--- src/logic/mbpd_params.svh ---
// Constants for the mode button press decoder: timing, lamp and serial format.
// Assumes a 20 MHz system clock; included by the debounce and top modules, not by the package.
// Functional notes
// - A hold of two to ten seconds, then release, restarts the device into serial setup mode.
// - While the button is held, the ready lamp flashes three times per second.
// - After release into setup mode, the ready lamp flashes once per second for five seconds.
// - In serial setup mode the ready lamp is off and the first-port lamp is on.
// - A hold shorter than two seconds, then release, causes a hardware reset.
// - During hardware reset the first-port lamp is on and the ready lamp is off.
// - A hold longer than ten seconds selects the factory-default state.
// - In the factory-default state both lamps are on.
// - Entering the factory-default state overwrites all stored settings with defaults.
// - In serial setup mode a two-second hold returns the device to normal operation.
// - Serial setup uses 115200 baud, eight data bits, no parity and one stop bit.
// - On return to normal operation all lamps show their normal indications.
// - Without an address server the device falls back to 169.254.102.39.
`ifndef MBPD_PARAMS_SVH
`define MBPD_PARAMS_SVH
`define MBPD_CLK_HZ        20_000_000
`define MBPD_TICK_HZ       1000
`define MBPD_DEBOUNCE_MS   20
`define MBPD_SETUP_MIN_MS  2000
`define MBPD_SETUP_MAX_MS  10000
`define MBPD_EXIT_HOLD_MS  2000
`define MBPD_FAST_HALF_MS  167
`define MBPD_SLOW_HALF_MS  500
`define MBPD_REBOOT_MS     5000
`define MBPD_HWRESET_MS    1000
`define MBPD_DEFAULT_MS    1000
`define MBPD_BAUD          115200
`define MBPD_DATA_BITS     8
`define MBPD_STOP_BITS     1
`define MBPD_PARITY_EN     1'b0
`define MBPD_FALLBACK_IP   32'hA9FE_6627
`endif

--- src/logic/mbpd_pkg.sv ---
// Types shared by the mode button press decoder modules.
// Assumes the params header is on the include path.
package mbpd_pkg;
	typedef enum logic [2:0] {
		MBPD_NORMAL,
		MBPD_PRESSED,
		MBPD_HWRESET,
		MBPD_REBOOT,
		MBPD_SETUP,
		MBPD_SETUP_HELD,
		MBPD_DEFAULTS
	} mbpd_state_e;
	typedef logic [13:0] mbpd_ms_t;
endpackage

--- src/logic/mbpd_debounce.sv ---
// Button debouncer with millisecond tick; output changes after a stable level.
// Assumes the raw button is synchronous to mclk and active low.
`timescale 1ns/1ns
`include "mbpd_params.svh"
module mbpd_debounce
	import mbpd_pkg::*;
#(
	parameter int STABLE_MS = `MBPD_DEBOUNCE_MS
) (
	input  wire logic mclk,
	input  wire logic nrst,
	input  wire logic ce,
	input  wire logic tick,
	input  wire logic btn_n,
	output logic      pressed
);
	// Elaboration check: the filter counter is eight bits wide
	if (STABLE_MS < 1 || STABLE_MS > 255) begin : g_bad_stable
		$error("STABLE_MS out of range");
	end
	logic [7:0] cnt_q;
	// Count stable ticks while raw level differs from the filtered one
	always_ff @(posedge mclk or negedge nrst) begin
		if (!nrst) begin
			cnt_q   <= 8'h00;
			pressed <= 1'b0;
		end else if (ce) begin
			if ((!btn_n) == pressed) begin
				cnt_q <= 8'h00;
			end else if (tick) begin
				if (cnt_q == 8'(STABLE_MS - 1)) begin
					pressed <= !btn_n;
					cnt_q   <= 8'h00;
				end else begin
					cnt_q <= cnt_q + 8'h01;
				end
			end
		end
	end
endmodule

--- src/logic/mbpd_top.sv ---
// Mode button press decoder: classifies hold time and drives the two panel lamps.
// Assumes one 20 MHz clock, asynchronous active-low reset, button synchronous to mclk.
`timescale 1ns/1ns
`include "mbpd_params.svh"
module mbpd_top
	import mbpd_pkg::*;
#(
	parameter int TICK_DIV = `MBPD_CLK_HZ / `MBPD_TICK_HZ
) (
	input  wire logic        mclk,
	input  wire logic        nrst,
	input  wire logic        ce,
	input  wire logic        btn_n,
	input  wire logic        dhcp_failed,
	output logic             ready_lamp,
	output logic             first_port_lamp,
	output logic             hw_reset_req,
	output logic             load_defaults,
	output logic             setup_mode,
	output logic [31:0]      fallback_ip,
	output logic             fallback_ip_valid,
	output logic [17:0]      setup_baud,
	output logic [3:0]       setup_data_bits,
	output logic             setup_parity_en,
	output logic [1:0]       setup_stop_bits
);
	// Elaboration checks: the prescaler is 16 bits and the millisecond counters 14 bits wide
	if (TICK_DIV < 2 || TICK_DIV > 65535) begin : g_bad_div
		$error("TICK_DIV out of range");
	end
	if (`MBPD_SETUP_MAX_MS >= 16383 || `MBPD_REBOOT_MS >= 16383) begin : g_bad_ms
		$error("Millisecond limit too large for the hold counter");
	end

	// Limits in milliseconds; the hold counter saturates at 16383 so the defaults band stays reachable
	localparam mbpd_ms_t SETUP_MIN = 14'(`MBPD_SETUP_MIN_MS);
	localparam mbpd_ms_t SETUP_MAX = 14'(`MBPD_SETUP_MAX_MS);
	localparam mbpd_ms_t EXIT_HOLD = 14'(`MBPD_EXIT_HOLD_MS);
	localparam mbpd_ms_t FAST_HALF = 14'(`MBPD_FAST_HALF_MS);
	localparam mbpd_ms_t SLOW_HALF = 14'(`MBPD_SLOW_HALF_MS);
	localparam mbpd_ms_t REBOOT_MS = 14'(`MBPD_REBOOT_MS);
	localparam mbpd_ms_t HWRST_MS  = 14'(`MBPD_HWRESET_MS);
	localparam mbpd_ms_t DEFLT_MS  = 14'(`MBPD_DEFAULT_MS);

	// Prescaler, filtered button, sequencer and flash state
	logic [15:0] pre_q;
	logic        tick;
	logic        pressed;
	logic        pressed_q;
	mbpd_state_e state_q;
	mbpd_ms_t    hold_q;
	mbpd_ms_t    dwell_q;
	mbpd_ms_t    flash_q;
	logic        flash_on_q;
	logic        fall;
	logic        rise;

	// Millisecond prescaler; all timing runs from this one tick
	always_ff @(posedge mclk or negedge nrst) begin
		if (!nrst) begin
			pre_q <= 16'h0000;
		end else if (ce) begin
			if (pre_q == 16'(TICK_DIV - 1)) begin
				pre_q <= 16'h0000;
			end else begin
				pre_q <= pre_q + 16'h0001;
			end
		end
	end
	// Tick is gated by the enable so a frozen block loses no time
	assign tick = ce && (pre_q == 16'(TICK_DIV - 1));

	// Filter contact bounce before any hold timing starts
	mbpd_debounce u_deb (
		.mclk    (mclk),
		.nrst    (nrst),
		.ce      (ce),
		.tick    (tick),
		.btn_n   (btn_n),
		.pressed (pressed)
	);

	// Edge detection on the filtered button
	always_ff @(posedge mclk or negedge nrst) begin
		if (!nrst) begin
			pressed_q <= 1'b0;
		end else if (ce) begin
			pressed_q <= pressed;
		end
	end
	// Each edge lasts one cycle; the sequencer acts on it directly
	assign rise = pressed && !pressed_q;
	assign fall = !pressed && pressed_q;

	// Hold timer saturates so very long presses stay in the defaults band
	always_ff @(posedge mclk or negedge nrst) begin
		if (!nrst) begin
			hold_q <= 14'h0000;
		end else if (ce) begin
			if (rise) begin
				hold_q <= 14'h0000;
			end else if (pressed && tick && hold_q != 14'h3FFF) begin
				hold_q <= hold_q + 14'h0001;
			end
		end
	end

	// Press classifier and mode sequencer
	always_ff @(posedge mclk or negedge nrst) begin
		if (!nrst) begin
			state_q <= MBPD_NORMAL;
			dwell_q <= 14'h0000;
		end else if (ce) begin
			if (tick && dwell_q != 14'h3FFF) begin
				dwell_q <= dwell_q + 14'h0001;
			end
			case (state_q)
				MBPD_NORMAL: begin
					if (rise) begin
						state_q <= MBPD_PRESSED;
					end
				end
				MBPD_PRESSED: begin
					if (fall) begin
						dwell_q <= 14'h0000;
						if (hold_q < SETUP_MIN) begin
							state_q <= MBPD_HWRESET;
						end else if (hold_q <= SETUP_MAX) begin
							state_q <= MBPD_REBOOT;
						end else begin
							state_q <= MBPD_DEFAULTS;
						end
					end
				end
				MBPD_HWRESET: begin
					if (dwell_q >= HWRST_MS) begin
						state_q <= MBPD_NORMAL;
					end
				end
				MBPD_REBOOT: begin
					if (dwell_q >= REBOOT_MS) begin
						state_q <= MBPD_SETUP;
					end
				end
				MBPD_SETUP: begin
					if (rise) begin
						state_q <= MBPD_SETUP_HELD;
					end
				end
				MBPD_SETUP_HELD: begin
					if (hold_q >= EXIT_HOLD) begin
						state_q <= MBPD_NORMAL;
					end else if (fall) begin
						state_q <= MBPD_SETUP;
					end
				end
				MBPD_DEFAULTS: begin
					if (dwell_q >= DEFLT_MS) begin
						state_q <= MBPD_NORMAL;
					end
				end
				default: begin
					state_q <= MBPD_NORMAL;
				end
			endcase
		end
	end

	// Flash generator: half-period counter gives an even duty cycle
	always_ff @(posedge mclk or negedge nrst) begin
		if (!nrst) begin
			flash_q    <= 14'h0000;
			flash_on_q <= 1'b0;
		end else if (ce) begin
			if (rise || fall) begin
				flash_q    <= 14'h0000;
				flash_on_q <= 1'b1;
			end else if (tick) begin
				if (flash_q >= ((state_q == MBPD_REBOOT) ? SLOW_HALF : FAST_HALF) - 14'h0001) begin
					flash_q    <= 14'h0000;
					flash_on_q <= !flash_on_q;
				end else begin
					flash_q <= flash_q + 14'h0001;
				end
			end
		end
	end

	// Lamp drive per state; normal operation shows ready on, port lamp idle
	always_ff @(posedge mclk or negedge nrst) begin
		if (!nrst) begin
			ready_lamp      <= 1'b1;
			first_port_lamp <= 1'b0;
		end else if (ce) begin
			case (state_q)
				MBPD_PRESSED, MBPD_SETUP_HELD: begin
					ready_lamp      <= flash_on_q;
					first_port_lamp <= (state_q == MBPD_SETUP_HELD);
				end
				MBPD_REBOOT: begin
					ready_lamp      <= flash_on_q;
					first_port_lamp <= 1'b0;
				end
				MBPD_SETUP: begin
					ready_lamp      <= 1'b0;
					first_port_lamp <= 1'b1;
				end
				MBPD_HWRESET: begin
					ready_lamp      <= 1'b0;
					first_port_lamp <= 1'b1;
				end
				MBPD_DEFAULTS: begin
					ready_lamp      <= 1'b1;
					first_port_lamp <= 1'b1;
				end
				default: begin
					ready_lamp      <= 1'b1;
					first_port_lamp <= 1'b0;
				end
			endcase
		end
	end

	// Action strobes; load_defaults pulses once on entry so storage is rewritten once
	always_ff @(posedge mclk or negedge nrst) begin
		if (!nrst) begin
			hw_reset_req  <= 1'b0;
			load_defaults <= 1'b0;
			setup_mode    <= 1'b0;
		end else if (ce) begin
			hw_reset_req  <= (state_q == MBPD_HWRESET);
			load_defaults <= (state_q == MBPD_PRESSED) && fall && (hold_q > SETUP_MAX);
			setup_mode    <= (state_q == MBPD_SETUP) || (state_q == MBPD_SETUP_HELD);
		end
	end

	// Fixed serial format and fallback address; zero in reset, constant from the first enabled cycle, while the valid flag follows dhcp_failed
	always_ff @(posedge mclk or negedge nrst) begin
		if (!nrst) begin
			setup_baud        <= 18'h0_0000;
			setup_data_bits   <= 4'h0;
			setup_parity_en   <= 1'b0;
			setup_stop_bits   <= 2'h0;
			fallback_ip       <= 32'h0000_0000;
			fallback_ip_valid <= 1'b0;
		end else if (ce) begin
			setup_baud        <= 18'(`MBPD_BAUD);
			setup_data_bits   <= 4'(`MBPD_DATA_BITS);
			setup_parity_en   <= `MBPD_PARITY_EN;
			setup_stop_bits   <= 2'(`MBPD_STOP_BITS);
			fallback_ip       <= `MBPD_FALLBACK_IP;
			fallback_ip_valid <= dhcp_failed;
		end
	end

	// Checks: lamp patterns in the normal, pressed, hardware reset, setup and defaults states, band decisions, strobe shape and the fixed serial format
	a_hwreset_lamps: assert property (@(posedge mclk) disable iff (!nrst)
		ce && state_q == MBPD_HWRESET |=> !ce || (first_port_lamp && !ready_lamp))
		else $error("hw reset lamps wrong");
	a_setup_lamps: assert property (@(posedge mclk) disable iff (!nrst)
		ce && state_q == MBPD_SETUP |=> !ce || (first_port_lamp && !ready_lamp))
		else $error("setup lamps wrong");
	a_default_lamps: assert property (@(posedge mclk) disable iff (!nrst)
		ce && state_q == MBPD_DEFAULTS |=> !ce || (first_port_lamp && ready_lamp))
		else $error("default lamps wrong");
	a_short_reset: assert property (@(posedge mclk) disable iff (!nrst)
		ce && state_q == MBPD_PRESSED && fall && hold_q < SETUP_MIN |=> state_q == MBPD_HWRESET)
		else $error("short press did not reset");
	a_band_setup: assert property (@(posedge mclk) disable iff (!nrst)
		ce && state_q == MBPD_PRESSED && fall && hold_q >= SETUP_MIN && hold_q <= SETUP_MAX
		|=> state_q == MBPD_REBOOT)
		else $error("band press did not reboot");
	a_long_default: assert property (@(posedge mclk) disable iff (!nrst)
		ce && state_q == MBPD_PRESSED && fall && hold_q > SETUP_MAX
		|=> state_q == MBPD_DEFAULTS && load_defaults)
		else $error("long press did not load defaults");
	a_load_pulse: assert property (@(posedge mclk) disable iff (!nrst)
		ce && load_defaults |=> !load_defaults)
		else $error("defaults strobe not single");
	a_setup_exit: assert property (@(posedge mclk) disable iff (!nrst)
		ce && state_q == MBPD_SETUP_HELD && hold_q >= EXIT_HOLD |=> state_q == MBPD_NORMAL)
		else $error("setup exit failed");
	a_normal_lamps: assert property (@(posedge mclk) disable iff (!nrst)
		ce && state_q == MBPD_NORMAL |=> !ce || (ready_lamp && !first_port_lamp))
		else $error("normal lamps wrong");
	a_serial_fmt: assert property (@(posedge mclk) disable iff (!nrst)
		$past(ce) && $past(nrst) |-> setup_baud == 18'(`MBPD_BAUD) && setup_data_bits == 4'(`MBPD_DATA_BITS)
		&& setup_parity_en == `MBPD_PARITY_EN && setup_stop_bits == 2'(`MBPD_STOP_BITS))
		else $error("serial format wrong");
	a_press_flash: assert property (@(posedge mclk) disable iff (!nrst)
		ce && state_q == MBPD_PRESSED |=> !ce || (ready_lamp == $past(flash_on_q) && flash_q < FAST_HALF))
		else $error("press flash wrong");
	a_reboot_hold: assert property (@(posedge mclk) disable iff (!nrst)
		ce && state_q == MBPD_REBOOT && dwell_q < REBOOT_MS |=> state_q == MBPD_REBOOT)
		else $error("reboot flashing cut short");

	// Coverage of the main scenarios
	c_short_press: cover property (@(posedge mclk) disable iff (!nrst) state_q == MBPD_HWRESET);
	c_reboot_dark: cover property (@(posedge mclk) disable iff (!nrst) state_q == MBPD_REBOOT && !ready_lamp);
	c_setup_entry: cover property (@(posedge mclk) disable iff (!nrst) state_q == MBPD_SETUP);
	c_defaults:    cover property (@(posedge mclk) disable iff (!nrst) load_defaults);
	c_setup_leave: cover property (@(posedge mclk) disable iff (!nrst)
		state_q == MBPD_SETUP_HELD ##1 state_q == MBPD_NORMAL);
endmodule

--- config.mk ---
export PLATFORM = sky130hd
export DESIGN_NAME = mbpd_top
export DESIGN_NICKNAME = d
export VERILOG_FILES = /design/src/logic/mbpd_pkg.sv /design/src/logic/mbpd_debounce.sv /design/src/logic/mbpd_top.sv
export VERILOG_INCLUDE_DIRS = /design/src /design/src/logic
export SDC_FILE = /design/constraint.sdc
export NUM_CORES = 1
export LEC_CHECK = 0
export ABC_CLOCK_PERIOD_IN_PS = 3180
export BUFFER_PORTS_ARGS = -buffer_cell sky130_fd_sc_hd__buf_2
export CAP_MARGIN = 15
export CORE_MARGIN = 3
export CORE_UTILIZATION = 58
export DETAILED_ROUTE_END_ITERATION = 8
export GPL_TIMING_DRIVEN = 1
export PLACE_DENSITY = 0.89
export SLEW_MARGIN = 40
export SYNTH_ARGS = -nofsm -noshare
export SYNTH_HDL_FRONTEND = slang
export SYNTH_HIERARCHICAL = 1
export SYNTH_SLANG_ARGS = --single-unit
--- constraint.sdc ---
create_clock -name mclk -period 3.18 [get_ports mclk]
set_input_delay 0.318 -clock mclk [delete_from_list [all_inputs] [get_ports mclk]]
set_output_delay 0.318 -clock mclk [all_outputs]
set_load 0.05 [all_outputs]
# Word-level counts from Yosys, hierarchy flattened
# Cells that the tools add are included.
dict set report word_totals {
  regBits 81
  output_inout_bits 63
  wordCells 107
}
dict set report op_classes {
  add_sub_neg 6
  n_lt_le_gt_ge 7
  eq_ne 17
  muxes 28
  n_bitwise 1
  n_reduce_logical 30
}
# operator count
set op_table {}
lappend op_table {{$mux W14} 8}
lappend op_table {{$add A14 B1 Y14 const B} 3}
lappend op_table {{$ne A14 B14 Y1 const B} 2}
lappend op_table {{$mux W3} 9}
lappend op_table {{$mux W8} 3}
lappend op_table {{$pmux W3 S6} 1}
lappend op_table {{$add A16 B1 Y16 const B} 1}
lappend op_table {{$eq A16 B15 Y1 const B} 1}
lappend op_table {{$mux W16} 1}
lappend op_table {{$ge A14 B10 Y1 const B} 1}
lappend op_table {{$ge A14 B11 Y1 const B} 1}
lappend op_table {{$ge A14 B13 Y1 const B} 1}
lappend op_table {{$ge A14 B14 Y1} 1}
lappend op_table {{$gt A14 B14 Y1 const B} 1}
lappend op_table {{$le A14 B14 Y1 const B} 1}
lappend op_table {{$lt A14 B11 Y1 const B} 1}
lappend op_table {{$sub A9 B1 Y10 const B} 1}
lappend op_table {{$eq A3 B3 Y1 const B} 3}
lappend op_table {{$mux W9} 1}
lappend op_table {{$add A8 B1 Y8 const B} 1}
lappend op_table {{$eq A8 B5 Y1 const B} 1}
lappend op_table {{$logic_and A1 B1 Y1} 8}
lappend op_table {{$ne A2 B2 Y1 const B} 4}
lappend op_table {{$reduce_bool A2 Y1} 4}
lappend op_table {{other kinds (17)} 30}

# Logic depth before layout (Yosys ltp)
# Gate-level depths: netlist of run 1.
dict set report logic_depth {
  word_depth 7
  mapped_depth 11
  depth_no_buf 9
}

# Hierarchy
# The synthesis of run 1 kept the hierarchy.
# mod n_inst cells_each area_per_inst_um2 seq_area_each_um2
set modules_own_cells {}
lappend modules_own_cells {mbpd_top 1 501 4420.5 1752.9}
lappend modules_own_cells {mbpd_debounce 1 52 505.5 225.2}

# Worst setup path after synthesis of run 1
# Ideal clock, no wire load.
dict set report synth_path {
  path_type {flip-flop to flip-flop}
  start {reg pre_q[6]}
  end {reg u_deb.cnt_q[7]}
  arrival_time_ns 2.600
  slack_ns 0.502
  stages_incl_launch_ff 6
  n_path_buf 0
  synth_period_minus_slack_ns 2.678
  path_cell_list {dfrtp_1 or4b_1 nor4_1 o21ai_2 or4_1 a21oi_1}
}
dict set report synth_between {
  elab_chain_len 4
}
# item line_no
set synth_rtl {}
lappend synth_rtl {{start, declared} mbpd_top.sv:46} ;# logic [15:0] pre_q;
lappend synth_rtl {{start signal, assigned} mbpd_top.sv:66} ;# pre_q <= pre_q + 16'h0001;
lappend synth_rtl {{$eq A16 B15 Y1} mbpd_top.sv:71} ;# assign tick = ce && (pre_q == 16'(TICK_DIV - 1));
lappend synth_rtl {{$logic_and A1 B1 Y1} mbpd_top.sv:71}
lappend synth_rtl {{named net tick} mbpd_top.sv:47} ;# logic tick;
lappend synth_rtl {{$reduce_bool A2 Y1 (no line)} -}
lappend synth_rtl {{$reduce_and A2 Y1 (no line)} -}
lappend synth_rtl {{end signal, assigned} mbpd_debounce.sv:35} ;# cnt_q <= cnt_q + 8'h01;
lappend synth_rtl {{end, declared} mbpd_debounce.sv:21} ;# logic [7:0] cnt_q;
# The timed path passes the listed nets, and every way through them passes these cells.
# A chain may end at the register's enable or synchronous reset.

# Final worst setup path of run 1
dict set report layout_path {
  start {reg state_q[0]}
  end {reg flash_on_q}
}
dict set report layout_between {
  elab_chain_len 6
}
# item line_no
set layout_rtl {}
lappend layout_rtl {{start, declared} mbpd_top.sv:50} ;# mbpd_state_e state_q;
lappend layout_rtl {{start signal, assigned} mbpd_top.sv:111} ;# state_q <= MBPD_NORMAL;
lappend layout_rtl {{start signal, assigned} mbpd_top.sv:120} ;# state_q <= MBPD_PRESSED;
lappend layout_rtl {{start signal, assigned} mbpd_top.sv:127} ;# state_q <= MBPD_HWRESET;
lappend layout_rtl {{$eq A3 B2 Y1} mbpd_top.sv:179} ;# if (flash_q >= ((state_q == MBPD_REBOOT) ? SLOW_HALF : FAST_HALF) - 14'h0001) begin
lappend layout_rtl {{$mux W9} mbpd_top.sv:179}
lappend layout_rtl {{$sub A9 B1 Y10} mbpd_top.sv:179}
lappend layout_rtl {{$ge A14 B14 Y1} mbpd_top.sv:179}
lappend layout_rtl {{$reduce_bool A2 Y1 (no line)} -}
lappend layout_rtl {{$reduce_and A3 Y1 (no line)} -}
lappend layout_rtl {{end signal, assigned} mbpd_top.sv:181} ;# flash_on_q <= !flash_on_q;
lappend layout_rtl {{end, declared} mbpd_top.sv:54} ;# logic flash_on_q;
# Every way passes these cells.

==> flow_summary.rst, run 1 <==
.. list-table::
   :header-rows: 1

   * - Metric
     - Value
   * - Worst hold slack after final layout
     - -0.0241 ns
   * - Routed via count
     - 4042
   * - Clock buffers created by TritonCTS
     - 9
   * - Met2 routed WL
     - 4.94 mm
   * - Setup repair after global routing missed its margin
     - false
   * - Kind of critical path
     - reg2reg
   * - Antenna cells
     - 0
   * - Total met3 wirelength after detailed routing
     - 823 um
   * - Sequential share of the synthesized area
     - 40.2%
   * - Worst-Margin Slew
     - 0.694 ns
   * - Path type of the worst min-delay path
     - in2async
   * - Placer congestion estimate
     - 0.907
   * - Min Clock Period, post-route
     - 2.68 ns
   * - Total of max-cap violations
     - 0
   * - Die Footprint
     - 9630 um^2
   * - Maximum clock rate
     - 374 MHz
   * - Leading cell type by number of instances after synthesis
     - sky130_fd_sc_hd__dfrtp_1
   * - Setup repair bufs after CTS
     - 0
   * - Distinct cell type count after synthesis
     - 65
   * - Initial detailed-routing violation count
     - 256
   * - Placed wire-length estimate
     - 7.13 mm
   * - Status
     - complete, but fails checks
   * - Post-cts hold buffer count
     - 0
   * - Clk root buf
     - sky130_fd_sc_hd__clkbuf_8
   * - Total negative setup slack
     - 0 ns
   * - Resized cells post-CTS
     - 0
   * - Number of clock sinks
     - 79
   * - Post-Route WL
     - 10.1 mm
   * - Number of I/O pins
     - 68
   * - Effective utilization at floorplan
     - 61.8%
   * - Share of the core filled with cells in the final layout
     - 64.1%
   * - Netlist area before placement
     - 4930 um^2
   * - CP Data Required Time
     - 3.42 ns
   * - Global Route Usage Sum
     - 21.4%
   * - Most used flip-flop cell after synthesis
     - sky130_fd_sc_hd__dfrtp_1
   * - Number of rows in the core area
     - 32
   * - Top post-synthesis cells by count
     - 78 x sky130_fd_sc_hd__dfrtp_1, 56 x sky130_fd_sc_hd__buf_4, 42 x sky130_fd_sc_hd__nand2_1, 41 x sky130_fd_sc_hd__nor2_1, 34 x sky130_fd_sc_hd__a21oi_1
   * - Post-route ant nets
     - 0
   * - Top routing layer in use
     - met4
   * - Number of global-route vias before repair
     - 3767
   * - Reported leakage power
     - 2.17 nW
   * - Clock tree from TritonCTS
     - done
   * - Final-report setup violation count
     - 0
   * - Top area cells in the synthesized netlist
     - sky130_fd_sc_hd__dfrtp_1 40%, sky130_fd_sc_hd__buf_4 8.5%, sky130_fd_sc_hd__a21oi_1 3.5%
   * - Number of storage elements in the synthesis netlist
     - 79
   * - Setup crit end kind
     - flop
   * - Area growth, synth to finish
     - 3.66%
   * - Number of H-tree branching levels
     - 3
   * - Relative slew margins
     - 53.7%
   * - Ys Warns
     - 6
   * - Layout cells sized above 1
     - 12.6%
   * - Kind of start point of the critical path
     - flop
   * - Vias per cell
     - 6.08
   * - GR Overflow Total
     - 0
   * - Post-synth ARST share
     - 100%
   * - Wire length of the first global-routing pass
     - 17.2 mm
   * - Drt drc
     - 0
   * - Number of buffers added on ports
     - 35
   * - Worst IR drop on VDD
     - 0.289 mV
   * - Number of detailed-routing iterations run before antenna repair
     - 5
   * - Gate Count Post-Synth
     - 553
   * - Total count of hold-check failures in the final report
     - 30
   * - Area inside the core boundary
     - 7970 um^2
   * - Post-synthesis average cell area
     - 8.91 um^2
   * - Pwr/cell area
     - 440 nW/um^2
   * - Pin count of the biggest net entering global routing
     - 80
   * - Die Y
     - 98.2 um
   * - Max Transition Viols Final
     - 0
   * - Worst Reg2Reg Path Length in Cells
     - 7
   * - DRT met1 WL
     - 4.26 mm
   * - Average detailed-routed wire length per instance
     - 15.2 um
   * - Die outline width
     - 98.2 um
   * - Area share of the largest cell type after synthesis
     - 39.6%
   * - Clock-pin slew on the worst setup and hold paths
     - 0.08 ns
   * - Post-synth EDFFs
     - 0
   * - Initial antenna violation count
     - 0
   * - Part of the cycle the worst path needs
     - 84.1%
   * - Crit path arrival time
     - 2.92 ns
   * - Nets@finish
     - 576
   * - Bufs on Longest Clock Path
     - 2
   * - Violated checks
     - hold timing
   * - Largest area contributor in the synthesized netlist
     - sky130_fd_sc_hd__dfrtp_1
   * - Clock Skews
     - 0.00561 ns
   * - Crit Path Max Fanout
     - 10
   * - Worst-Skew Late Latency
     - 0.36 ns
path summary, 6_finish.rpt:
path	startpoint	endpoint	slack [ns]
min in group mclk	dhcp_failed	fallback_ip_valid	0.19
worst min register to register	flash_q[13]	flash_q[13]	0.50
worst min-delay path	nrst	dwell_q[3]	-0.02
worst max register to register	state_q[0]	flash_on_q	0.50
worst max-delay path	state_q[0]	flash_on_q	0.50
max in group asynchronous	nrst	fallback_ip_valid	2.72
routing by layer:
layer,vias up,track usage (%)
met5,-,0
met4,0,5.15
met3,12,6.29
met2,151,35.5
met1,1959,27.7
li1,1920,-
worst max-delay path: stages (launching register included):
cell and delay [ns]:
sky130_fd_sc_hd__dfrtp_1 0.52, sky130_fd_sc_hd__nor2b_1 0.39, sky130_fd_sc_hd__nand2_1 0.20, sky130_fd_sc_hd__ha_1 0.35, sky130_fd_sc_hd__nand4_1 0.12, sky130_fd_sc_hd__a211o_1 0.35
sky130_fd_sc_hd__a21oi_1 0.26, sky130_fd_sc_hd__mux2_2 0.37
cells by family (layout without fill, tap and decap cells):
logic type               after synthesis  count (layout)  share of synthesized area [%]
buffers and inverters                 97              76                           11.9
XOR/XNOR                              25              25                           4.45
flip-flops                            79              79                           40.2
multiplexers                           7               7                           1.52
AND/OR/NAND/NOR                      215             215                           24.0
other                                  1              32                         0.0761
adder cells (fa/ha/maj)               13              13                           3.30
AO/OA/AOI/OAI                        116             116                           14.7
power by group:
part	internal [mW]	leakage, nW	switching, mW
registers	1.06	1.06	0.0685
clock network	0.453	0.116	0.388
logic	0.0809	0.997	0.198
total	1.59	2.17	0.654
flip-flops by register name, summed over array words and instances (netlist names), 3 cells and up:
name,cells
state_q,3
hold_q,14
flash_q,14
u_deb/cnt_q,8
dwell_q,14
pre_q,16
metrics by stage:
stage	hold WS (ns)	setup WS [ns]	instance area, um^2	cells	power [mW]
finish	-0.0241	0.505	5110	665	2.25
floorplan	0.0224	0.502	5040	584	1.38
global route	0.0188	0.265	5110	665	2.36
global placement	0.474	0.666	4880	649	1.40
detailed placement	0.404	0.525	4880	649	1.42
CTS	0.00795	0.503	5110	665	2.27
cell type report:
type                            instances  area [um^2]
Fill cell                             651         2860
Multi-Input combinational cell        408         2480
Sequential cell                        79         1980
Timing Repair Buffer                   40          219
Tap cell                              102          128
Clock buffer                            9          124
Clock inverter                          7          103
Inverter                               20         75.1
cells in the final DEF, fill, tap and decap left out, drive strengths merged, types with 3 or more instances in the layout:
cell,count
buf,40
nand3,29
conb,32
nor4b,4
and3,5
mux2i,3
or4,12
mux2,4
a211oi,4
dfrtp,78
xor2,6
nand2b,3
o211ai,3
or3,17
ha,13
nor2,41
nand2,43
a31oi,5
o21a,3
xnor2,19
nor3,11
clkbuf,9
nand3b,3
o21ai,34
nand4,17
inv,23
o31ai,16
and2,4
nor2b,3
and4,4
nor4,7
a21oi,34
No activity file was read; power rests on OpenSTA's default activity.
==> inputs of run 2 (changes only) <==
- ABC_AREA: unset -> 1
- ABC_CLOCK_PERIOD_IN_PS: 3180 -> 2300
- CORE_UTILIZATION: 58 -> 53
- PLACE_DENSITY: 0.89 -> 0.86
- clock period: 3.18 -> 2.3 ns (I/O delays scaled with it)
==> run 2 against run 1 <==
Against the previous run: the run now ends clean; utilization is 5.5 points lower; clock power increased by 24%; sequential cell count unchanged; highest routed layer unchanged; largest power group unchanged; sequential power rose by 64%; critical path type unchanged; synthesized cell count grew 28%; combinational power rose to 3.8 times the previous value.
==> flow_summary.rst, run 2 <==
.. list-table::
   :header-rows: 1

   * - Metric
     - Value
   * - Setup crit end kind
     - flop
   * - Relative slew margins
     - 63.9% (+10 points)
   * - Nets@finish
     - 745 (+29%)
   * - Initial antenna violation count
     - 0 (unchanged)
   * - Largest area contributor in the synthesized netlist
     - sky130_fd_sc_hd__dfrtp_1
   * - Clock-pin slew on the worst setup and hold paths
     - 0.08 ns (about the same)
   * - Total of max-cap violations
     - 0 (unchanged)
   * - Gate Count Post-Synth
     - 709 (+28%)
   * - Path type of the worst min-delay path
     - in2reg
   * - CP Data Required Time
     - 2.58 ns (-0.84 ns)
   * - Initial detailed-routing violation count
     - 293 (+14%)
   * - Max reg flops
     - 16 (unchanged)
   * - Kind of critical path
     - reg2reg
   * - Worst-Margin Slew
     - 0.542 ns (-0.152 ns)
   * - Post-route ant nets
     - 0 (unchanged)
   * - Most frequent standard cell in the layout excluding fill and tap cells
     - sky130_fd_sc_hd__nand2_1
   * - Number of H-tree branching levels
     - 3 (unchanged)
   * - Commonest cells after routing, fill and taps aside
     - 171 x sky130_fd_sc_hd__nand2_1, 78 x sky130_fd_sc_hd__dfrtp_1, 74 x sky130_fd_sc_hd__nor2_1
   * - Number of rows in the core area
     - 35 (+9.4%)
   * - Die outline width
     - 106 um (+8.0%)
   * - Maximum clock rate
     - 495 MHz (+32%)
   * - Effective utilization at floorplan
     - 56.0% (-5.8 points)
   * - Antenna cells
     - 0 (unchanged)
   * - Layout cells sized above 1
     - 15.6% (+3.0 points)
   * - Bufs on Longest Clock Path
     - 2 (unchanged)
   * - GR Overflow Total
     - 0 (unchanged)
   * - Drt drc
     - 0 (unchanged)
   * - Die Y
     - 106 um (+8.0%)
   * - Pwr/cell area
     - 709 nW/um^2 (+61%)
   * - Area share of the largest cell type after synthesis
     - 36.9% (-2.8 points)
   * - Design Power
     - 3.93 mW (+75%)
   * - Share of the core filled with cells in the final layout
     - 58.6% (-5.5 points)
   * - Die Footprint
     - 11200 um^2 (+17%)
   * - Number of clock sinks
     - 79 (unchanged)
   * - Placed wire-length estimate
     - 7.45 mm (+4.5%)
   * - Max Transition Viols Final
     - 0 (unchanged)
   * - Distinct cell type count after synthesis
     - 44 (-32%)
   * - Number of global-route vias before repair
     - 3984 (+5.8%)
   * - Clock tree from TritonCTS
     - done
   * - Area growth, synth to finish
     - 4.70%
   * - Number of detailed-routing iterations run before antenna repair
     - 5 (unchanged)
   * - Crit Path Max Fanout
     - 9 (-1)
   * - Ys Warns
     - 6 (unchanged)
   * - Crit path arrival time
     - 2.31 ns (-0.61 ns)
   * - Top post-synthesis cells by count
     - 171 x sky130_fd_sc_hd__nand2_1, 78 x sky130_fd_sc_hd__dfrtp_1, 74 x sky130_fd_sc_hd__inv_1, 74 x sky130_fd_sc_hd__nor2_1, 56 x sky130_fd_sc_hd__buf_4
   * - Min Clock Period, post-route
     - 2.02 ns (-0.653 ns)
   * - Area inside the core boundary
     - 9460 um^2 (+19%)
   * - Wire length of the first global-routing pass
     - 17.5 mm (+1.9%)
   * - Clock buffers created by TritonCTS
     - 9 (unchanged)
   * - Netlist area before placement
     - 5300 um^2 (+7.5%)
   * - Pin count of the biggest net entering global routing
     - 45 (-44%)
   * - Status
     - finished clean
   * - Kind of start point of the critical path
     - flop
   * - Clock Skews
     - 0.0139 ns (+0.00827 ns)
   * - Sequential share of the synthesized area
     - 37.3% (-2.8 points)
   * - Post-synthesis average cell area
     - 7.47 um^2 (-16%)
   * - Part of the cycle the worst path needs
     - 87.9% (+3.8 points)
   * - Register with the most flip-flops
     - pre_q
   * - Setup repair after global routing missed its margin
     - false
   * - Most used flip-flop cell after synthesis
     - sky130_fd_sc_hd__dfrtp_1
   * - Reported leakage power
     - 2.71 nW (+25%)
   * - Total negative setup slack
     - 0 ns (unchanged)
   * - Worst-Skew Late Latency
     - 0.37 ns (about the same)
   * - Placer congestion estimate
     - 0.924 (+1.9%)
   * - Total count of hold-check failures in the final report
     - 0 (-100%)
   * - Number of I/O pins
     - 68 (unchanged)
   * - Global Route Usage Sum
     - 18.8% (-2.6 points)
   * - Post-synth EDFFs
     - 0 (unchanged)
   * - Number of storage elements in the synthesis netlist
     - 79 (unchanged)
   * - Top area cells in the synthesized netlist
     - sky130_fd_sc_hd__dfrtp_1 37%, sky130_fd_sc_hd__nand2_1 12%, sky130_fd_sc_hd__buf_4 7.9%
   * - Post-Route WL
     - 10.0 mm (-0.93%)
   * - Number of buffers added on ports
     - 35 (unchanged)
   * - Final-report setup violation count
     - 0 (unchanged)
   * - Clk root buf
     - sky130_fd_sc_hd__clkbuf_8
   * - Average detailed-routed wire length per instance
     - 11.6 um (-23%)
   * - Leading cell type by number of instances after synthesis
     - sky130_fd_sc_hd__nand2_1
   * - Worst IR drop on VDD
     - 0.492 mV (+70%)
   * - Post-synth ARST share
     - 100% (unchanged)
   * - Worst hold slack after final layout
     - 0.0798 ns (+0.104 ns)
   * - Vias per cell
     - 5.08 (-16%)
   * - Routed via count
     - 4377 (+8.3%)
run 2: cell count changes after synthesis, moves of 15 or more:
cell and change:
sky130_fd_sc_hd__nor2_1 +33, sky130_fd_sc_hd__or3_1 -16, sky130_fd_sc_hd__clkbuf_1 -15, sky130_fd_sc_hd__xor2_1 +16, sky130_fd_sc_hd__a21oi_1 -19, sky130_fd_sc_hd__nand2_1 +129, sky130_fd_sc_hd__o31ai_1 -15, sky130_fd_sc_hd__nand3_1 +24
sky130_fd_sc_hd__inv_1 +54
run 2: cells by family after synthesis:
kind of cell	after synthesis	synth area share [%]
adders and majority gates	13	3.07
DFF	79	37.3
other	1	0.0708
xor gates and xnor gates	29	4.80
buffers and inverters	148	15.0
and+or+nand+nor	374	31.9
AOI/OAI and AO/OA	65	7.84
run 2: where the power goes:
group	internal (mW)	total, mW	switching, mW
Sequential	1.60	1.85	0.252
Combinational	0.336	1.05	0.710
Clock	0.509	1.04	0.527
Total	2.44	3.93	1.49
run 2: cell type report:
class,instances,area [um^2]
flip-flops and latches,79,1980
multi-input cells,513,2660
well taps,129,161
inverters,82,308
repair buffers,42,245
clock inverters,6,70.1
clock buffers,10,128
fillers,875,3910
run 2: timing repair:
item                                    CTS  global route
resized for setup                         0             3
endpoints found under the hold margin    42             0
setup buffers                             0             0
hold buffers                              1             0
endpoints found under the setup margin    0            11
run 2: final timing paths:
check | startpoint | endpoint | slack, ns | depth (start not counted)
setup / recovery | state_q[2] | flash_q[2] | 0.28 | 9
hold / removal | dhcp_failed | fallback_ip_valid | 0.08 | 3
setup reg to reg | state_q[2] | flash_q[2] | 0.28 | 9
hold reg to reg | fallback_ip_valid | fallback_ip_valid | 0.48 | 2
max in group asynchronous | nrst | ready_lamp | 1.30 | 3
min in group asynchronous | nrst | pre_q[9] | 0.41 | 2
run 2: critical path: stages, from the launching register on:
cell and delay (ns):
sky130_fd_sc_hd__dfrtp_1 0.44, sky130_fd_sc_hd__inv_2 0.14, sky130_fd_sc_hd__nand3_4 0.13, sky130_fd_sc_hd__ha_1 0.31
sky130_fd_sc_hd__nand2_1 0.10, sky130_fd_sc_hd__nor2_1 0.05, sky130_fd_sc_hd__nor4_1 0.24, sky130_fd_sc_hd__nand4_1 0.19
sky130_fd_sc_hd__buf_4 0.21, sky130_fd_sc_hd__a21oi_1 0.14
run 2: metrics by stage:
| step | instances | area, um^2 | setup slack [ns] |
|---|---|---|---|
| final | 861 | 5550 | 0.278 |
| after global routing | 861 | 5550 | 0.0529 |
| after CTS | 861 | 5530 | 0.0492 |
| after detailed placement | 844 | 5330 | 0.0977 |
| after floorplan | 740 | 5410 | 0.400 |
| after global placement | 844 | 5330 | 0.219 |
run 2: layer usage:
metal,GRT usage [%],vias up,wire (um)
met5,0,-,0
met2,30.5,115,4600
met3,4.25,19,516
li1,-,2208,-
met4,6.75,0,220
met1,24.7,2035,4690
==> inputs of run 3 (changes only) <==
- CORE_ASPECT_RATIO: unset -> 1.5
==> run 3 against run 2 <==
Against the previous run: setup slack got worse by 0.049 ns; clock skew decreased by 0.0094 ns; combinational power about the same; first-iteration DRC count decreased by 27%.
==> flow_summary.rst, run 3 (synthesized netlist as in run 2, its figures left out) <==
.. list-table::
   :header-rows: 1

   * - Metric
     - Value
   * - Initial antenna violation count
     - 0 (unchanged)
   * - Sequential cell fraction of total power
     - 43.4% (-3.7 points)
   * - Number of I/O pins
     - 68 (unchanged)
   * - Area growth, synth to finish
     - 6.05%
   * - Reported leakage power
     - 2.76 nW (+1.8%)
   * - Area of the multi-input gates
     - 2650 um^2 (-0.24%)
   * - Pin count of the biggest net entering global routing
     - 44 (-2.2%)
   * - Most frequent standard cell in the layout excluding fill and tap cells
     - sky130_fd_sc_hd__nand2_1
   * - Total of max-cap violations
     - 0 (unchanged)
   * - Antenna cells
     - 0 (unchanged)
   * - Setup repair bufs after CTS
     - 0 (unchanged)
   * - Post-route ant nets
     - 0 (unchanged)
   * - Global-route met1 utilization
     - 22.0% (-2.7 points)
   * - Final-report setup violation count
     - 0 (unchanged)
   * - Design Power
     - 4.23 mW (+7.7%)
   * - GR Overflow Total
     - 0 (unchanged)
   * - Layout filler cell count
     - 852 (-2.6%)
   * - Clock buffers created by TritonCTS
     - 9 (unchanged)
   * - Drt drc
     - 0 (unchanged)
   * - Max reg flops
     - 16 (unchanged)
   * - Total negative setup slack
     - 0 ns (unchanged)
   * - Routed via count
     - 4410 (+0.75%)
   * - CP Data Required Time
     - 2.56 ns (-0.02 ns)
   * - Setup repair after global routing missed its margin
     - false
   * - Number of clock sinks
     - 79 (unchanged)
   * - Max Transition Viols Final
     - 0 (unchanged)
   * - Vias per cell
     - 5.21 (+2.4%)
   * - Footprint of the flip-flops and latches
     - 1980 um^2 (unchanged)
   * - Initial detailed-routing violation count
     - 214 (-27%)
   * - Capturing instance or port of the critical path
     - flash_q[7]
   * - Clock tree from TritonCTS
     - done
   * - Status
     - finished clean
   * - Commonest cells after routing, fill and taps aside
     - 171 x sky130_fd_sc_hd__nand2_1, 78 x sky130_fd_sc_hd__dfrtp_1, 74 x sky130_fd_sc_hd__inv_1, 74 x sky130_fd_sc_hd__nor2_1, 53 x sky130_fd_sc_hd__nand3_1
   * - Share of the core filled with cells in the final layout
     - 58.0% (-0.66 points)
   * - Bufs on Longest Clock Path
     - 2 (unchanged)
   * - Gr busiest metal
     - met2
   * - Number of buffers added on ports
     - 35 (unchanged)
   * - Combinational Power Share
     - 24.8% (-1.8 points)
   * - Switching power
     - 1.49 mW (-0.26%)
   * - Effective utilization at floorplan
     - 54.7% (-1.3 points)
   * - Worst-Skew Late Latency
     - 0.34 ns (-0.03 ns)
   * - Crit path arrival time
     - 2.33 ns (+0.02 ns)
   * - Clock-pin slew on the worst setup and hold paths
     - 0.06 ns (-0.02 ns)
   * - Pwr/cell area
     - 754 nW/um^2 (+6.3%)
   * - Post-Place Cells
     - 831 (-1.5%)
   * - Kind of start point of the critical path
     - flop
   * - Setup crit end kind
     - flop
   * - Placed wire-length estimate
     - 7.69 mm (+3.2%)
   * - Number of rows in the core area
     - 44 (+26%)
   * - Post-Route WL
     - 10.4 mm (+4.1%)
   * - Register with the most flip-flops
     - pre_q
   * - Number of H-tree branching levels
     - 3 (unchanged)
   * - Number of detailed-routing iterations run before antenna repair
     - 4 (-1)
   * - Relative contribution of the clock network to total power
     - 31.8% (+5.5 points)
   * - Area inside the core boundary
     - 9690 um^2 (+2.4%)
   * - Launching instance or port of the critical path
     - state_q[2]
   * - Wire length of the first global-routing pass
     - 17.7 mm (+0.75%)
   * - Layout cells sized above 1
     - 15.4% (-0.14 points)
   * - Part of the cycle the worst path needs
     - 90.0% (+2.1 points)
   * - Worst-Margin Slew
     - 0.566 ns (+0.0242 ns)
   * - Number of global-route vias before repair
     - 4144 (+4.0%)
   * - Global Route Usage Sum
     - 19.6% (+0.83 points)
   * - Kind of critical path
     - reg2reg
   * - Worst IR drop on VDD
     - 0.642 mV (+30%)
   * - Worst Reg2Reg Path Length in Cells
     - 9 (unchanged)
   * - Min Clock Period, post-route
     - 2.07 ns (+0.0490 ns)
   * - Crit Path Max Fanout
     - 9 (unchanged)
   * - Average detailed-routed wire length per instance
     - 12.3 um (+5.8%)
   * - Global-route track usage on met2
     - 35.1% (+4.6 points)
   * - Worst-case setup margin in the final layout
     - 0.229 ns (-0.0490 ns)
   * - Worst setup timing slack at the placement stage
     - 0.268 ns (+0.170 ns)
   * - Destination of the worst register-to-register timing path
     - flash_q[7]
   * - R2R Setup Slk
     - 0.23 ns (-0.05 ns)
   * - Met3 Use GR
     - 3.59% (-0.66 points)
   * - Path type of the worst min-delay path
     - in2reg
   * - Reg-to-reg critical path startpoint
     - state_q[2]
   * - Switching power share of the total
     - 35.1% (-2.8 points)
   * - Nets@finish
     - 746 (+0.13%)
   * - Die Y
     - 128 um (+21%)
   * - Maximum clock rate
     - 483 MHz (-2.4%)
   * - Relative slew margins
     - 62.3% (-1.6 points)
   * - Die Footprint
     - 11300 um^2 (+0.22%)
   * - Die outline width
     - 87.6 um (-17%)
   * - Clock Skews
     - 0.00444 ns (-0.00944 ns)
   * - Placer congestion estimate
     - 0.887 (-4.0%)
   * - Count of non-filler cells in the finished layout
     - 847 (-1.6%)
   * - Total count of hold-check failures in the final report
     - 0 (unchanged)
   * - Internal power contribution
     - 2.75 mW (+12%)
   * - Clk root buf
     - sky130_fd_sc_hd__clkbuf_16
run 3: changes by cell type in the layout (fill, tap and decap cells not counted):
cell                         delta
sky130_fd_sc_hd__clkbuf_16      +9
sky130_fd_sc_hd__bufinv_16      -1
sky130_fd_sc_hd__inv_1          +1
sky130_fd_sc_hd__nand3_1        +1
sky130_fd_sc_hd__clkinvlp_4     -1
sky130_fd_sc_hd__nand3_4        -1
sky130_fd_sc_hd__nor4_2         +1
sky130_fd_sc_hd__inv_6          -2
sky130_fd_sc_hd__buf_4          +1
sky130_fd_sc_hd__clkbuf_8       -6
sky130_fd_sc_hd__nor4_1         -1
sky130_fd_sc_hd__inv_2          -1
run 3: stage by stage:
stage	area, um^2	hold slack (ns)
detailed placement	5320	0.264
global route	5620	0.110
finish	5620	0.0957
floorplan	5410	-0.0656
global placement	5320	0.257
CTS	5610	0.0821
run 3: what timing repair did:
action                                  CTS  global route
gates resized for setup                   0             1
endpoints found under the setup margin    0             8
endpoints found under the hold margin    40             0
hold buffers                              1             0
run 3: how the worst min path moves through the flow:
stage / start / to / depth (start not counted)
after floorplan: nrst / dwell_q[0] / 0
after global placement: nrst / u_deb/cnt_q[5] / 1
after detailed placement: nrst / u_deb/cnt_q[5] / 1
after CTS: dhcp_failed / fallback_ip_valid / 3
after global routing: dhcp_failed / fallback_ip_valid / 3
final: dhcp_failed / fallback_ip_valid / 3
run 3: area by class of cell:
cell class	count	area share (%)
Multi-Input combinational cell	513	47.2
Inverter	82	5.48
Tap cell	115	2.56
Clock buffer	13	4.81
Timing Repair Buffer	43	4.50
Sequential cell	79	35.2
Clock inverter	2	0.267
run 3: per-layer routing:
metal	vias up	share of wire [%]
met5	-	0
met4	0	2.3
met3	15	4.7
met2	116	53
met1	2062	40
li1	2217	-
run 3: power groups by stage:
stage | Sequential, mW | Clock, mW | Combinational, mW
floorplan | 1.88 | 0 | 0.822
global placement | 1.85 | 0 | 1.02
detailed placement | 1.86 | 0 | 1.04
CTS | 1.83 | 1.38 | 1.06
global route | 1.87 | 1.42 | 1.18
finish | 1.84 | 1.35 | 1.05
run 3: worst max-delay path: stages, from the launching register on:
cell and delay, ns:
sky130_fd_sc_hd__dfrtp_1 0.43, sky130_fd_sc_hd__inv_1 0.15, sky130_fd_sc_hd__nand3_1 0.17, sky130_fd_sc_hd__ha_1 0.31
sky130_fd_sc_hd__nand2_1 0.12, sky130_fd_sc_hd__nor2_1 0.05, sky130_fd_sc_hd__nor4_1 0.22, sky130_fd_sc_hd__nand4_1 0.18
sky130_fd_sc_hd__buf_4 0.21, sky130_fd_sc_hd__a21oi_1 0.14
